`config.mk`:
```
export PLATFORM = sky130hd
export DESIGN_NAME = exec_flags_and_address_gen
export DESIGN_NICKNAME = d
export VERILOG_FILES = /design/src/rtl/exec_flags_pkg.sv /design/src/rtl/addr_gen.sv /design/src/rtl/exec_flags_and_address_gen.sv /design/src/rtl/flag_calc.sv
export VERILOG_INCLUDE_DIRS = /design/src /design/src/rtl
export SDC_FILE = /design/constraint.sdc
export NUM_CORES = 1
export LEC_CHECK = 0
export ABC_AREA = 0
export BUFFER_PORTS_ARGS = -buffer_cell sky130_fd_sc_hd__clkbuf_2
export CAP_MARGIN = 0
export CORE_ASPECT_RATIO = 0.9
export CORE_MARGIN = 2
export CORE_UTILIZATION = 51
export DETAILED_ROUTE_END_ITERATION = 7
export PLACE_DENSITY = 0.86
export SETUP_SLACK_MARGIN = 0.3
export SLEW_MARGIN = 10
export SYNTH_ARGS = -nofsm -noshare
export SYNTH_HDL_FRONTEND = slang
export SYNTH_SLANG_ARGS = --single-unit
export TNS_END_PERCENT = 100
```
`constraint.sdc`:
```
create_clock -name core_clk_i -period 3.65 [get_ports core_clk_i]
set_input_delay 0.365 -clock core_clk_i [delete_from_list [all_inputs] [get_ports core_clk_i]]
set_output_delay 0.365 -clock core_clk_i [all_outputs]
set_load 0.01 [all_outputs]
```
`src/rtl/exec_flags_regs.svh`:
```
`ifndef EXEC_FLAGS_REGS_SVH
`define EXEC_FLAGS_REGS_SVH

// Register offsets on the 16-bit register port
`define OFF_FLAGS 8'h00
`define OFF_CTRL 8'h02
`define OFF_RESULT 8'h04
`define OFF_SEG 8'h06
`define OFF_OFS 8'h08
`define OFF_PHYS_LO 8'h0a
`define OFF_PHYS_HI 8'h0c

// Status flag bit positions
`define CARRY_OUT_FLAG_BIT 0
`define PARITY_FLAG_BIT 2
`define AUX_FLAG_BIT 4

// Reset values
`define FLAGS_RESET 16'h0000
`define CTRL_RESET 16'h0000
`define WORD_RESET 16'h0000
`define PHYS_RESET 20'h00000

// Writable flag bits: 11..6, 4, 2, 0; reserved bits read zero
`define FLAGS_WR_MASK 16'h0fd5

// Control register fields
`define CTRL_FREEZE_BIT 0

// Arithmetic bit positions
`define NIBBLE_CARRY_BIT 4
`define BYTE_CARRY_BIT 8
`define WORD_CARRY_BIT 16
`define LOW_BYTE_MSB 7

// Segment scaling for address formation
`define SEG_SHIFT 4

`endif

```
`src/rtl/exec_flags_pkg.sv`:
```
package exec_flags_pkg;

  // Operations offered by the flag datapath
  typedef enum logic [2:0] {
    OP_ADD = 3'b000,
    OP_ADC = 3'b001,
    OP_SUB = 3'b010,
    OP_SBB = 3'b011,
    OP_AND = 3'b100,
    OP_OR = 3'b101,
    OP_XOR = 3'b110,
    OP_CMP = 3'b111
  } alu_op_type;

  // Source of a physical address request
  typedef enum logic [1:0] {
    SRC_IDLE = 2'b00,
    SRC_CORE = 2'b01,
    SRC_SOFT = 2'b10
  } addr_src_type;

endpackage

```
`src/rtl/addr_gen.sv`:
```
`timescale 1ns/100ps
`include "exec_flags_regs.svh"

// Segment and offset to registered physical address
module addr_gen #(
  parameter int SEG_W = 16,
  parameter int ADDR_W = 20
) (
  input wire logic core_clk_i,
  input wire logic srst_i,
  input wire logic req_i,
  input wire logic [SEG_W-1:0] seg_i,
  input wire logic [SEG_W-1:0] off_i,
  output logic [ADDR_W-1:0] phys_addr_o,
  output logic phys_valid_o
);

  logic [ADDR_W-1:0] seg_scaled; // Segment times sixteen
  logic [ADDR_W-1:0] off_wide;
  logic [ADDR_W-1:0] sum_wrap; // Wraps past the top of memory

  assign seg_scaled = ADDR_W'({seg_i, {`SEG_SHIFT{1'b0}}});
  assign off_wide = ADDR_W'(off_i);
  assign sum_wrap = seg_scaled + off_wide;

  always_ff @(posedge core_clk_i) begin
    if (srst_i) begin
      phys_addr_o <= `PHYS_RESET;
      phys_valid_o <= 1'b0;
    end else begin
      phys_valid_o <= req_i;
      if (req_i) begin
        phys_addr_o <= sum_wrap;
      end
    end
  end

endmodule

```
`src/rtl/exec_flags_and_address_gen.sv`:
```
//
// Contract
// - Aux flag on low nibble carry/borrow
// - Parity flag set on even low byte
// - Carry flag on msb carry or borrow
// - Form 20-bit address for bus unit
// - Segment and offset, both 16 bits
//
// The strobed register port and the address map were left to the implementer.
`timescale 1ns/100ps
`include "exec_flags_regs.svh"

module exec_flags_and_address_gen #(
  parameter int DATA_W = 16,
  parameter int ADDR_W = 20,
  parameter int REG_AW = 8
) (
  input wire logic core_clk_i,
  input wire logic srst_i,
  // Operation from the execution sequencer
  input wire logic op_valid_i,
  input wire exec_flags_pkg::alu_op_type op_code_i,
  input wire logic op_byte_i,
  input wire logic [DATA_W-1:0] op_a_i,
  input wire logic [DATA_W-1:0] op_b_i,
  output logic [DATA_W-1:0] result_o,
  output logic result_valid_o,
  output logic [DATA_W-1:0] flags_o,
  // Memory reference from the core
  input wire logic mem_req_i,
  input wire logic [DATA_W-1:0] seg_i,
  input wire logic [DATA_W-1:0] off_i,
  output logic [ADDR_W-1:0] phys_addr_o,
  output logic phys_valid_o,
  output exec_flags_pkg::addr_src_type phys_src_o,
  // Register port
  input wire logic [REG_AW-1:0] reg_addr_i,
  input wire logic [DATA_W-1:0] reg_wdata_i,
  input wire logic reg_wr_i,
  input wire logic reg_rd_i,
  output logic [DATA_W-1:0] reg_rdata_o
);
  import exec_flags_pkg::*;
  // Three parts: flag capture, address arbitration, register port
  // All state sits on core_clk_i; there is no second domain here

  // Status flags, stored with reserved bits at zero
  logic [DATA_W-1:0] flags_reg;
  logic [DATA_W-1:0] flags_next;
  // Control: freeze bit holds flags against hardware updates
  logic [DATA_W-1:0] ctrl_reg;
  // Last result for software inspection
  logic [DATA_W-1:0] last_result_reg;
  // Software-supplied segment and offset
  logic [DATA_W-1:0] soft_seg_reg;
  logic [DATA_W-1:0] soft_off_reg;
  // Pending software reference, waits while the core uses the unit
  logic soft_pend_reg;
  logic soft_pend_next;
  // Source of the address now being formed
  addr_src_type src_reg;
  // Last address seen by software
  logic [ADDR_W-1:0] phys_seen_reg;
  // Read data register, valid only one cycle after a read
  logic [DATA_W-1:0] rdata_reg;
  logic [DATA_W-1:0] rdata_next;

  // Calculator outputs are combinational and only ever reach
  // the outside through the flops below
  // Datapath outputs of the flag calculator
  logic [DATA_W-1:0] calc_result;
  logic calc_carry;
  logic calc_aux;
  logic calc_parity;

  // Address generator hookup
  // Arbitrated request and operands toward the address former
  logic agen_req;
  logic [DATA_W-1:0] agen_seg;
  logic [DATA_W-1:0] agen_off;
  logic [ADDR_W-1:0] agen_addr;
  logic agen_valid;

  // Flat compare per offset; the port is small enough that
  // a case table would only add muxing depth
  // Register decode strobes
  wire hit_flags = (reg_addr_i == `OFF_FLAGS);
  wire hit_ctrl = (reg_addr_i == `OFF_CTRL);
  wire hit_result = (reg_addr_i == `OFF_RESULT);
  wire hit_seg = (reg_addr_i == `OFF_SEG);
  wire hit_ofs = (reg_addr_i == `OFF_OFS);
  wire hit_phys_lo = (reg_addr_i == `OFF_PHYS_LO);
  wire hit_phys_hi = (reg_addr_i == `OFF_PHYS_HI);
  wire wr_flags = reg_wr_i & hit_flags;
  wire wr_ctrl = reg_wr_i & hit_ctrl;
  wire wr_seg = reg_wr_i & hit_seg;
  // Writing the offset launches a software reference
  wire wr_ofs = reg_wr_i & hit_ofs;

  // Freeze gives software a stable flag word to inspect or patch;
  // results keep flowing so the datapath never stalls
  // Hardware flag update allowed unless software froze it
  wire freeze = ctrl_reg[`CTRL_FREEZE_BIT];
  wire flag_upd = op_valid_i & ~freeze;

  // Hazard: a core that requests every cycle starves the software
  // reference; software polls the address readback to see it land
  // Core references always win the address unit
  wire core_go = mem_req_i;
  wire soft_go = (soft_pend_reg | wr_ofs) & ~mem_req_i;

  // Carry-in comes from the stored carry bit, so chained ops
  // with carry or borrow see the previous result
  // Arithmetic and flag derivation
  flag_calc #(
    .WIDTH(DATA_W)
  ) u_flag_calc (
    .op_code_i(op_code_i),
    .op_byte_i(op_byte_i),
    .carry_in_i(flags_reg[`CARRY_OUT_FLAG_BIT]),
    .op_a_i(op_a_i),
    .op_b_i(op_b_i),
    .result_o(calc_result),
    .carry_o(calc_carry),
    .aux_o(calc_aux),
    .parity_o(calc_parity)
  );

  // A core request brings its own segment and offset; otherwise
  // the software copies feed the former
  // both halves feed address formation
  assign agen_req = core_go | soft_go;
  assign agen_seg = core_go ? seg_i : soft_seg_reg;
  // Offset written this cycle is used at once
  assign agen_off = core_go ? off_i
                  : (wr_ofs ? reg_wdata_i : soft_off_reg);

  // One cycle of latency: the address leaves from a flop, so the
  // bus unit never sees a path from the segment or offset inputs
  // Physical address former
  addr_gen #(
    .SEG_W(DATA_W),
    .ADDR_W(ADDR_W)
  ) u_addr_gen (
    .core_clk_i(core_clk_i),
    .srst_i(srst_i),
    .req_i(agen_req),
    .seg_i(agen_seg),
    .off_i(agen_off),
    .phys_addr_o(agen_addr),
    .phys_valid_o(agen_valid)
  );

  // Per-bit priority: a same-cycle software write still lands on
  // the bits that the hardware does not own
  // Flag next value: software write first, hardware on top
  always_comb begin
    flags_next = flags_reg;
    // Software write reaches only the defined bits
    if (wr_flags) begin
      flags_next = reg_wdata_i & `FLAGS_WR_MASK;
    end
    // Hardware wins so a same-cycle result is never lost
    if (flag_upd) begin
      flags_next[`AUX_FLAG_BIT] = calc_aux;
      flags_next[`PARITY_FLAG_BIT] = calc_parity;
      flags_next[`CARRY_OUT_FLAG_BIT] = calc_carry;
    end
  end

  // Only one reference can wait; a second offset write before
  // service replaces the offset, the newest software intent
  // Pending software reference bookkeeping
  always_comb begin
    soft_pend_next = soft_pend_reg;
    if (wr_ofs) begin
      soft_pend_next = 1'b1;
    end
    // Served in any cycle the core leaves free
    if (soft_go) begin
      soft_pend_next = 1'b0;
    end
  end

  // Reads have no side effects, so software may poll freely
  // Read multiplexer; unmapped offsets read zero
  always_comb begin
    rdata_next = `WORD_RESET;
    if (reg_rd_i) begin
      if (hit_flags) begin
        rdata_next = flags_reg;
      end else if (hit_ctrl) begin
        rdata_next = ctrl_reg;
      end else if (hit_result) begin
        rdata_next = last_result_reg;
      end else if (hit_seg) begin
        rdata_next = soft_seg_reg;
      end else if (hit_ofs) begin
        rdata_next = soft_off_reg;
      end else if (hit_phys_lo) begin
        rdata_next = phys_seen_reg[DATA_W-1:0];
      end else if (hit_phys_hi) begin
        // High nibble of the address in the low bits
        rdata_next = DATA_W'(phys_seen_reg[ADDR_W-1:DATA_W]);
      end
    end
  end

  // Only the freeze bit of the control word is stored; the rest
  // read zero so later fields do not upset older software
  // Flag and control storage
  always_ff @(posedge core_clk_i) begin
    if (srst_i) begin
      flags_reg <= `FLAGS_RESET;
      ctrl_reg <= `CTRL_RESET;
    end else begin
      flags_reg <= flags_next;
      if (wr_ctrl) begin
        ctrl_reg <= reg_wdata_i & DATA_W'(1 << `CTRL_FREEZE_BIT);
      end
    end
  end

  // Byte ops pass the full datapath word; software that wants
  // only the byte masks the upper half itself
  // Result register, data leave from flops
  always_ff @(posedge core_clk_i) begin
    if (srst_i) begin
      result_o <= `WORD_RESET;
      result_valid_o <= 1'b0;
      last_result_reg <= `WORD_RESET;
    end else begin
      result_valid_o <= op_valid_i;
      // Compare updates flags only, result stays
      if (op_valid_i && op_code_i != OP_CMP) begin
        result_o <= calc_result;
        last_result_reg <= calc_result;
      end
    end
  end

  // Segment and offset copies stay readable after service, so
  // software can confirm what it asked for
  // Software address inputs
  always_ff @(posedge core_clk_i) begin
    if (srst_i) begin
      soft_seg_reg <= `WORD_RESET;
      soft_off_reg <= `WORD_RESET;
      soft_pend_reg <= 1'b0;
    end else begin
      soft_pend_reg <= soft_pend_next;
      if (wr_seg) begin
        soft_seg_reg <= reg_wdata_i;
      end
      if (wr_ofs) begin
        soft_off_reg <= reg_wdata_i;
      end
    end
  end

  // Source is taken on the same edge as the address, so both
  // always describe the same transfer
  // Track which source the registered address belongs to
  always_ff @(posedge core_clk_i) begin
    if (srst_i) begin
      src_reg <= SRC_IDLE;
    end else if (core_go) begin
      src_reg <= SRC_CORE;
    end else if (soft_go) begin
      src_reg <= SRC_SOFT;
    end else begin
      src_reg <= SRC_IDLE;
    end
  end

  // Core and software addresses both land here; software sees
  // the latest one, not necessarily its own
  // Latest formed address kept for software reads
  always_ff @(posedge core_clk_i) begin
    if (srst_i) begin
      phys_seen_reg <= `PHYS_RESET;
    end else if (agen_valid) begin
      phys_seen_reg <= agen_addr;
    end
  end

  // Zero outside the answer cycle keeps a shared read bus quiet
  // Read data stand one cycle, zero otherwise
  always_ff @(posedge core_clk_i) begin
    if (srst_i) begin
      rdata_reg <= `WORD_RESET;
    end else begin
      rdata_reg <= rdata_next;
    end
  end

  // Address outputs come straight from the former's flops
  // address handed to bus unit
  assign phys_addr_o = agen_addr;
  assign phys_valid_o = agen_valid;
  // Idle when no address is valid
  assign phys_src_o = agen_valid ? src_reg : SRC_IDLE;
  assign flags_o = flags_reg;
  assign reg_rdata_o = rdata_reg;

endmodule

```
`src/rtl/flag_calc.sv`:
```
`timescale 1ns/100ps
`include "exec_flags_regs.svh"

// Combinational result and low-order flag derivation
module flag_calc #(
  parameter int WIDTH = 16
) (
  input wire exec_flags_pkg::alu_op_type op_code_i,
  input wire logic op_byte_i,
  input wire logic carry_in_i,
  input wire logic [WIDTH-1:0] op_a_i,
  input wire logic [WIDTH-1:0] op_b_i,
  output logic [WIDTH-1:0] result_o,
  output logic carry_o,
  output logic aux_o,
  output logic parity_o
);
  import exec_flags_pkg::*;

  logic [WIDTH:0] ext_a; // Zero-extended operands
  logic [WIDTH:0] ext_b;
  logic [WIDTH:0] ext_c; // Carry or borrow in
  logic [WIDTH:0] raw; // One bit wider to catch carry
  logic arith; // Arithmetic op, carry meaningful
  logic use_cin;

  always_comb begin
    // Byte ops look only at the low byte
    if (op_byte_i) begin
      ext_a = {{(WIDTH-7){1'b0}}, op_a_i[`LOW_BYTE_MSB:0]};
      ext_b = {{(WIDTH-7){1'b0}}, op_b_i[`LOW_BYTE_MSB:0]};
    end else begin
      ext_a = {1'b0, op_a_i};
      ext_b = {1'b0, op_b_i};
    end
    use_cin = (op_code_i == OP_ADC) || (op_code_i == OP_SBB);
    ext_c = {{WIDTH{1'b0}}, use_cin & carry_in_i};
    arith = 1'b1;
    raw = {(WIDTH+1){1'b0}};
    unique case (op_code_i)
      OP_ADD, OP_ADC: begin
        raw = ext_a + ext_b + ext_c;
      end
      // Borrow shows as ones above the operand width
      OP_SUB, OP_SBB, OP_CMP: begin
        raw = ext_a - ext_b - ext_c;
      end
      OP_AND: begin
        raw = ext_a & ext_b;
        arith = 1'b0;
      end
      OP_OR: begin
        raw = ext_a | ext_b;
        arith = 1'b0;
      end
      OP_XOR: begin
        raw = ext_a ^ ext_b;
        arith = 1'b0;
      end
    endcase
    result_o = raw[WIDTH-1:0];
    carry_o = arith & (op_byte_i ? raw[`BYTE_CARRY_BIT]
                                 : raw[`WORD_CARRY_BIT]);
    aux_o = arith & (ext_a[`NIBBLE_CARRY_BIT] ^ ext_b[`NIBBLE_CARRY_BIT]
                     ^ raw[`NIBBLE_CARRY_BIT]);
    parity_o = ~^raw[`LOW_BYTE_MSB:0];
  end

endmodule

```
After elaboration in Yosys (flattened, before gate mapping)
Index checks and enable logic that the tools add are counted.
{"block": "op_classes", "add_sub_neg": 5, "eq_ne": 14, "n_mux": 22, "n_bitwise": 19, "reduce_logical": 13}
{"cell": "two-way mux 16 bit", "count": 9}
{"cell": "one-hot mux 17 bit (5 select lines)", "count": 1}
{"cell": "== test 8 x 4 -> 1 bit, second input constant", "count": 3}
{"cell": "two-way mux 12 bit", "count": 2}
{"cell": "adder 20 x 16 -> 20 bit", "count": 1}
{"cell": "adder 16 x 16 -> 17 bit", "count": 1}
{"cell": "adder 17 x 1 -> 17 bit", "count": 1}
{"cell": "subtractor 16 x 16 -> 17 bit", "count": 1}
{"cell": "subtractor 17 x 1 -> 17 bit", "count": 1}
{"cell": "bitwise AND 16 bit", "count": 1}
{"cell": "== test 8 x 3 -> 1 bit, second input constant", "count": 2}
{"cell": "OR 16 bit", "count": 1}
{"cell": "XOR 16 bit", "count": 1}
{"cell": "== test 3 bit, second input constant", "count": 4}
{"cell": "bitwise AND 1 bit", "count": 9}
{"cell": "== test 8 x 2 -> 1 bit, second input constant", "count": 1}
{"cell": "zero test 8 bit", "count": 1}
{"cell": "OR reduction 2 bit", "count": 4}
{"cell": "XNOR reduction 8 bit", "count": 1}
{"cell": "== test 3 x 2 -> 1 bit, second input constant", "count": 2}
{"cell": "two-way mux 1 bit", "count": 6}
{"cell": "OR reduction 3 bit", "count": 2}
{"cell": "two-way mux 5 bit", "count": 1}
{"cell": "two-way mux 2 bit", "count": 2}
{"cell": "11 further kinds", "count": 15}
{"block": "totals", "reg_bits": 119, "input_bits": 98, "out_inout_bits": 72, "elab_cells": 88}

Depth between registers and ports, before layout
{"block": "depth", "word_depth": 8, "depth_mapped": 17, "mapped_depth_nobuf": 17}

Hierarchy
Synthesis repeated with hierarchy kept, for this count alone.
{"block": "hier_totals", "cells_unflattened": 1062, "area_unflattened_um2": 8899.8}
{"mod": "exec_flags_and_address_gen", "instances": 1, "cells_each": 477, "area_per_inst_um2": 4525.6, "seq_area_each_um2": 1961.9}
{"mod": "flag_calc", "instances": 1, "cells_each": 428, "area_per_inst_um2": 2986.6, "seq_area_each_um2": 0.0}
{"mod": "addr_gen", "instances": 1, "cells_each": 157, "area_per_inst_um2": 1387.6, "seq_area_each_um2": 420.4}

Worst setup path after synthesis
OpenSTA, ideal clock, no wires.
{"block": "synth_path", "path_type": "input port to flip-flop", "start": "in reg_addr_i[5]", "end": "reg u_addr_gen.phys_addr_o[16]", "setup_time_ns": 0.091, "arrival_ns": 3.678, "setup_slack_ns": -0.119, "stages": 16, "n_path_buf": 0, "path_cell_list": "nor4_2 > nand2_1 > nor4_4 > nand2_2 > mux2i_1 > mux2i_1 > ha_1 > fa_1 > a21o_1 > a21oi_1 > o21bai_1 > a21oi_1 > o21bai_1 > a211oi_1 > o21ai_0 > a311oi_1"}
{"block": "synth_via", "elab_chain_len": 5, "elab_cells_between_ends": 8, "cone_classes": "add/sub (1); eq/ne (1); mux (2); bitwise (4)"}
{"item": "from (decl)", "line": "exec_flags_and_address_gen.sv:37", "source": "input wire logic [REG_AW-1:0] reg_addr_i,"}
{"item": "== test 8 x 4 -> 1 bit (no source line) (*)"}
{"item": "bitwise AND 1 bit (*)", "line": "exec_flags_and_address_gen.sv:98", "source": "wire wr_ofs = reg_wr_i & hit_ofs;"}
{"item": "two-way mux 16 bit / OR 1 bit (equally long branches)"}
{"item": "two-way mux 16 bit / bitwise AND 1 bit (equally long branches)", "line": "exec_flags_and_address_gen.sv:135, exec_flags_and_address_gen.sv:110"}
{"item": "adder 20 x 16 -> 20 bit / OR 1 bit (equally long branches)", "line": "addr_gen.sv:24, exec_flags_and_address_gen.sv:132"}
{"item": "to (signal assigned)", "line": "addr_gen.sv:28", "source": "phys_addr_o <= `PHYS_RESET;"}
{"item": "to (signal assigned)", "line": "addr_gen.sv:33", "source": "phys_addr_o <= sum_wrap;"}
{"item": "to (decl)", "line": "addr_gen.sv:14", "source": "output logic [ADDR_W-1:0] phys_addr_o,"}
Mark *: on every way between the ends. The rest lies on a longest branch, timed or not.
A chain may end at the register's enable or synchronous reset.

Worst setup path in the final report
{"block": "layout_path", "start": "in reg_addr_i[6]", "end": "reg u_addr_gen.phys_addr_o[18]"}
Same word-level chain as after synthesis.

==> out/qor.yml <==
grt:
  grt_max_degree: 49
  grt_pass1_wl_mm: 39.1
  grt.overflow.total: 0
  antenna_found_initial: 0
  grt_pass1_vias: 7846
  grt_usage_pct: 29.2
routing:
  post-route-drc-count: 0
  wl_per_cell_microns: 18.1
  drt_wl_total_mm: 25.4
  avgViaCountPerCell: 5.88
  num_vias: 8266
  firstDrtPassIters: 8
  antenna_left: 0
  drt_iter0_drc: 752
finish:
  drive_gt1_share_pct: 24.4
  fin_area_sq_um: 10000
  area_delta_synth_final_pct: 22.4
  final_cell_mix: "160 x clkbuf_2, 136 x nand2_1, 119 x dfxtp_1"
  nNetsFinal: 1371
  diodes: 0
  final_common_cell: "clkbuf_2"
critical_path:
  startpoint_type: "primary input"
  criticalPathCategory: "in -> reg"
  cp_max_fo: 5
  arrival_ns: 3.66
  required_ns: 4.00
  slowest_stage: "fa_2"
  end_kind: "register"
  crit_chain: "buf_6 -> nor4_4 -> nand2_2 -> nor4_4 -> nand2_2 -> mux2i_1 -> mux2i_1 -> ha_2 -> fa_2 -> a21o_1 -> a21oi_2 -> o21bai_1 -> a21oi_2 -> o21bai_2 -> a211oi_2 -> or4_1 -> nand3_1 -> a21oi_1"
  cpPeakStageDelay_ns: 0.35
  rrSetupSlack_ns: 0.36
synth:
  ys_seq_elements: 119
  synthCells: 1021
  yosys.cell_types.count: 76
  ys_seq_area_share_pct: 29.1
  ys.flop_type: "dfxtp_1"
  syn_avg_cell_area_sq_um: 8.03
  synth-edff-count: 0
  yosys_warnings: 0
  async_reset_ff_share_pct: 0
  synth_area_sq_um: 8200
status:
  outcome: "finished clean"
sta:
  max_freq_mhz: 302
  rsz0062_at_grt: "true"
  finalSetupViolCount: 0
  slew_headroom_pct: 39.4
  fin_tns_setup_ns: 0
  finalHoldViolations: 0
  finalCritPeriodShare_pct: 90.7
  worstMarginPinSlew_ns: 0.904
  min_period_ns: 3.31
  setup_slack_ns: 0.338
  finClkSkew_ns: 0.00709
  drv_slew: 0
place:
  pre_cts_slack_ns: -0.107
  place_area_sq_um: 9340
  place_congestion: 0.958
  portBuffers: 162
  hpwl_mm: 19.1
clock_tree:
  cts_tree: "done"
  cts-root-buf: "clkbuf_16"
  cts.sinks: 119
  ctsHoldBuffers: 0
  cts.htree.levels: 4
  cts_buffers: 17
  insertion_delay_ns: 0.42
  path_clk_slew_ns: 0.05
  clockBufferDepth: 2
floorplanning:
  initial_utilization_pct: 52.7
  fp.dieH_microns: 124
  ios: 170
  core_area_sq_um: 15500
  die_w_microns: 138
  placementRows: 43
  dieArea_sq_um: 17100
job:
  drv_cap: 0
pwr:
  p_total_mw: 3.94
  powerDensity_nw_per_um2: 392
  vdd_drop_max_v: 0.000342
  power.leakage_nw: 4.79
hold_path:
  hp-class: "in -> reg"
final cells by class:
type | count | area [sq um]
fill | 1324 | 5520
multi-input combinational | 762 | 5350
sequential | 119 | 2380
timing repair buffer | 208 | 1160
clock buffer | 25 | 526
inverter | 86 | 323
tap | 202 | 253
clock inverter | 3 | 40.0
per-layer routing:
metal  global-route usage [%]  part of all wire (%)  vias to the layer above
met2                     45.0                    45                      425
met3                     6.51                   9.6                       70
li1                         -                     -                     3890
met1                     39.5                    42                     3881
met4                     10.9                   3.1                        0
met5                        0                     0                        -
synthesized netlist by cell type, types with 6 or more instances:
cell type	n	area (sq um)
o21ai_1	8	40.0
o21a_1	7	52.6
inv_1	83	312
clkbuf_1	34	128
nand2_1	137	514
o221ai_1	7	61.3
buf_1	7	26.3
nand3_1	15	75.1
a21oi_1	103	515
buf_4	9	67.6
dfxtp_1	119	2380
o21bai_1	6	45.0
nor2_1	92	345
o21ai_0	20	100
nor2b_1	8	50.1
o211ai_1	7	52.6
a221oi_1	9	78.8
mux2i_1	59	591
xor2_1	9	78.8
a21o_1	15	113
and2_1	7	43.8
and3_1	6	37.5
buf_2	9	45.0
xnor2_1	29	254
a222oi_1	12	120
nor3_1	12	60.1
nand2b_1	6	37.5
ha_1	74	926
mux2_2	16	180
a211oi_1	13	97.6
worst max-delay path, delay by kind of cell:
| kind | cells | cell delay [ns] |
|---|---|---|
| AOI/OAI and AO/OA | 7 | 1.20 |
| muxes | 2 | 0.40 |
| and+or+nand+nor | 6 | 1.01 |
| adders and majority gates | 2 | 0.56 |
| buffers and inverters | 1 | 0.10 |
stage by stage:
stage | util (%) | std cells | hold WS [ns]
6_report | 64.5 | 1405 | 0.180
4_1_cts | 63.9 | 1398 | 0.176
3_3_place_gp | 60.1 | 1365 | 0.452
2_1_floorplan | - | 1027 | 0.436
5_1_grt | 64.5 | 1405 | 0.188
3_5_place_dp | 60.1 | 1365 | 0.451
repair_timing:
action | CTS | global route
endpoints found under the setup margin | 2 | 7
resized for setup | 0 | 7
pin swaps | 3 | 3
buffers inserted | 5 | 7
power by group:
part / internal (mW) / switching, mW
clock network: 1.04 / 0.561
registers: 1.35 / 0.0519
logic: 0.402 / 0.531
path summary, 6_finish.rpt:
| kind | startpoint | end | cells past startpoint |
|---|---|---|---|
| setup / recovery | reg_addr_i[6] | u_addr_gen.phys_addr_o[18] | 18 |
| hold / removal | reg_wdata_i[13] | soft_seg_reg[13] | 3 |
| setup reg to reg | flags_o[0] | flags_o[0] | 14 |
| hold reg to reg | phys_seen_reg[14] | reg_rdata_o[14] | 2 |
kinds of logic (layout without fill, tap and decap cells):
family / after synthesis / count (layout) / share of synthesized area, %
adder cells (fa/ha/maj): 79 / 79 / 12.5
AO/OA/AOI/OAI: 258 / 258 / 21.4
other: 1 / 7 / 0.0457
flip-flops: 119 / 119 / 29.1
AND/OR/NAND/NOR: 305 / 305 / 16.2
XOR/XNOR: 38 / 38 / 4.06
multiplexers: 75 / 75 / 9.40
buffers and inverters: 146 / 322 / 7.33
Power figures use the tool's default switching activity.
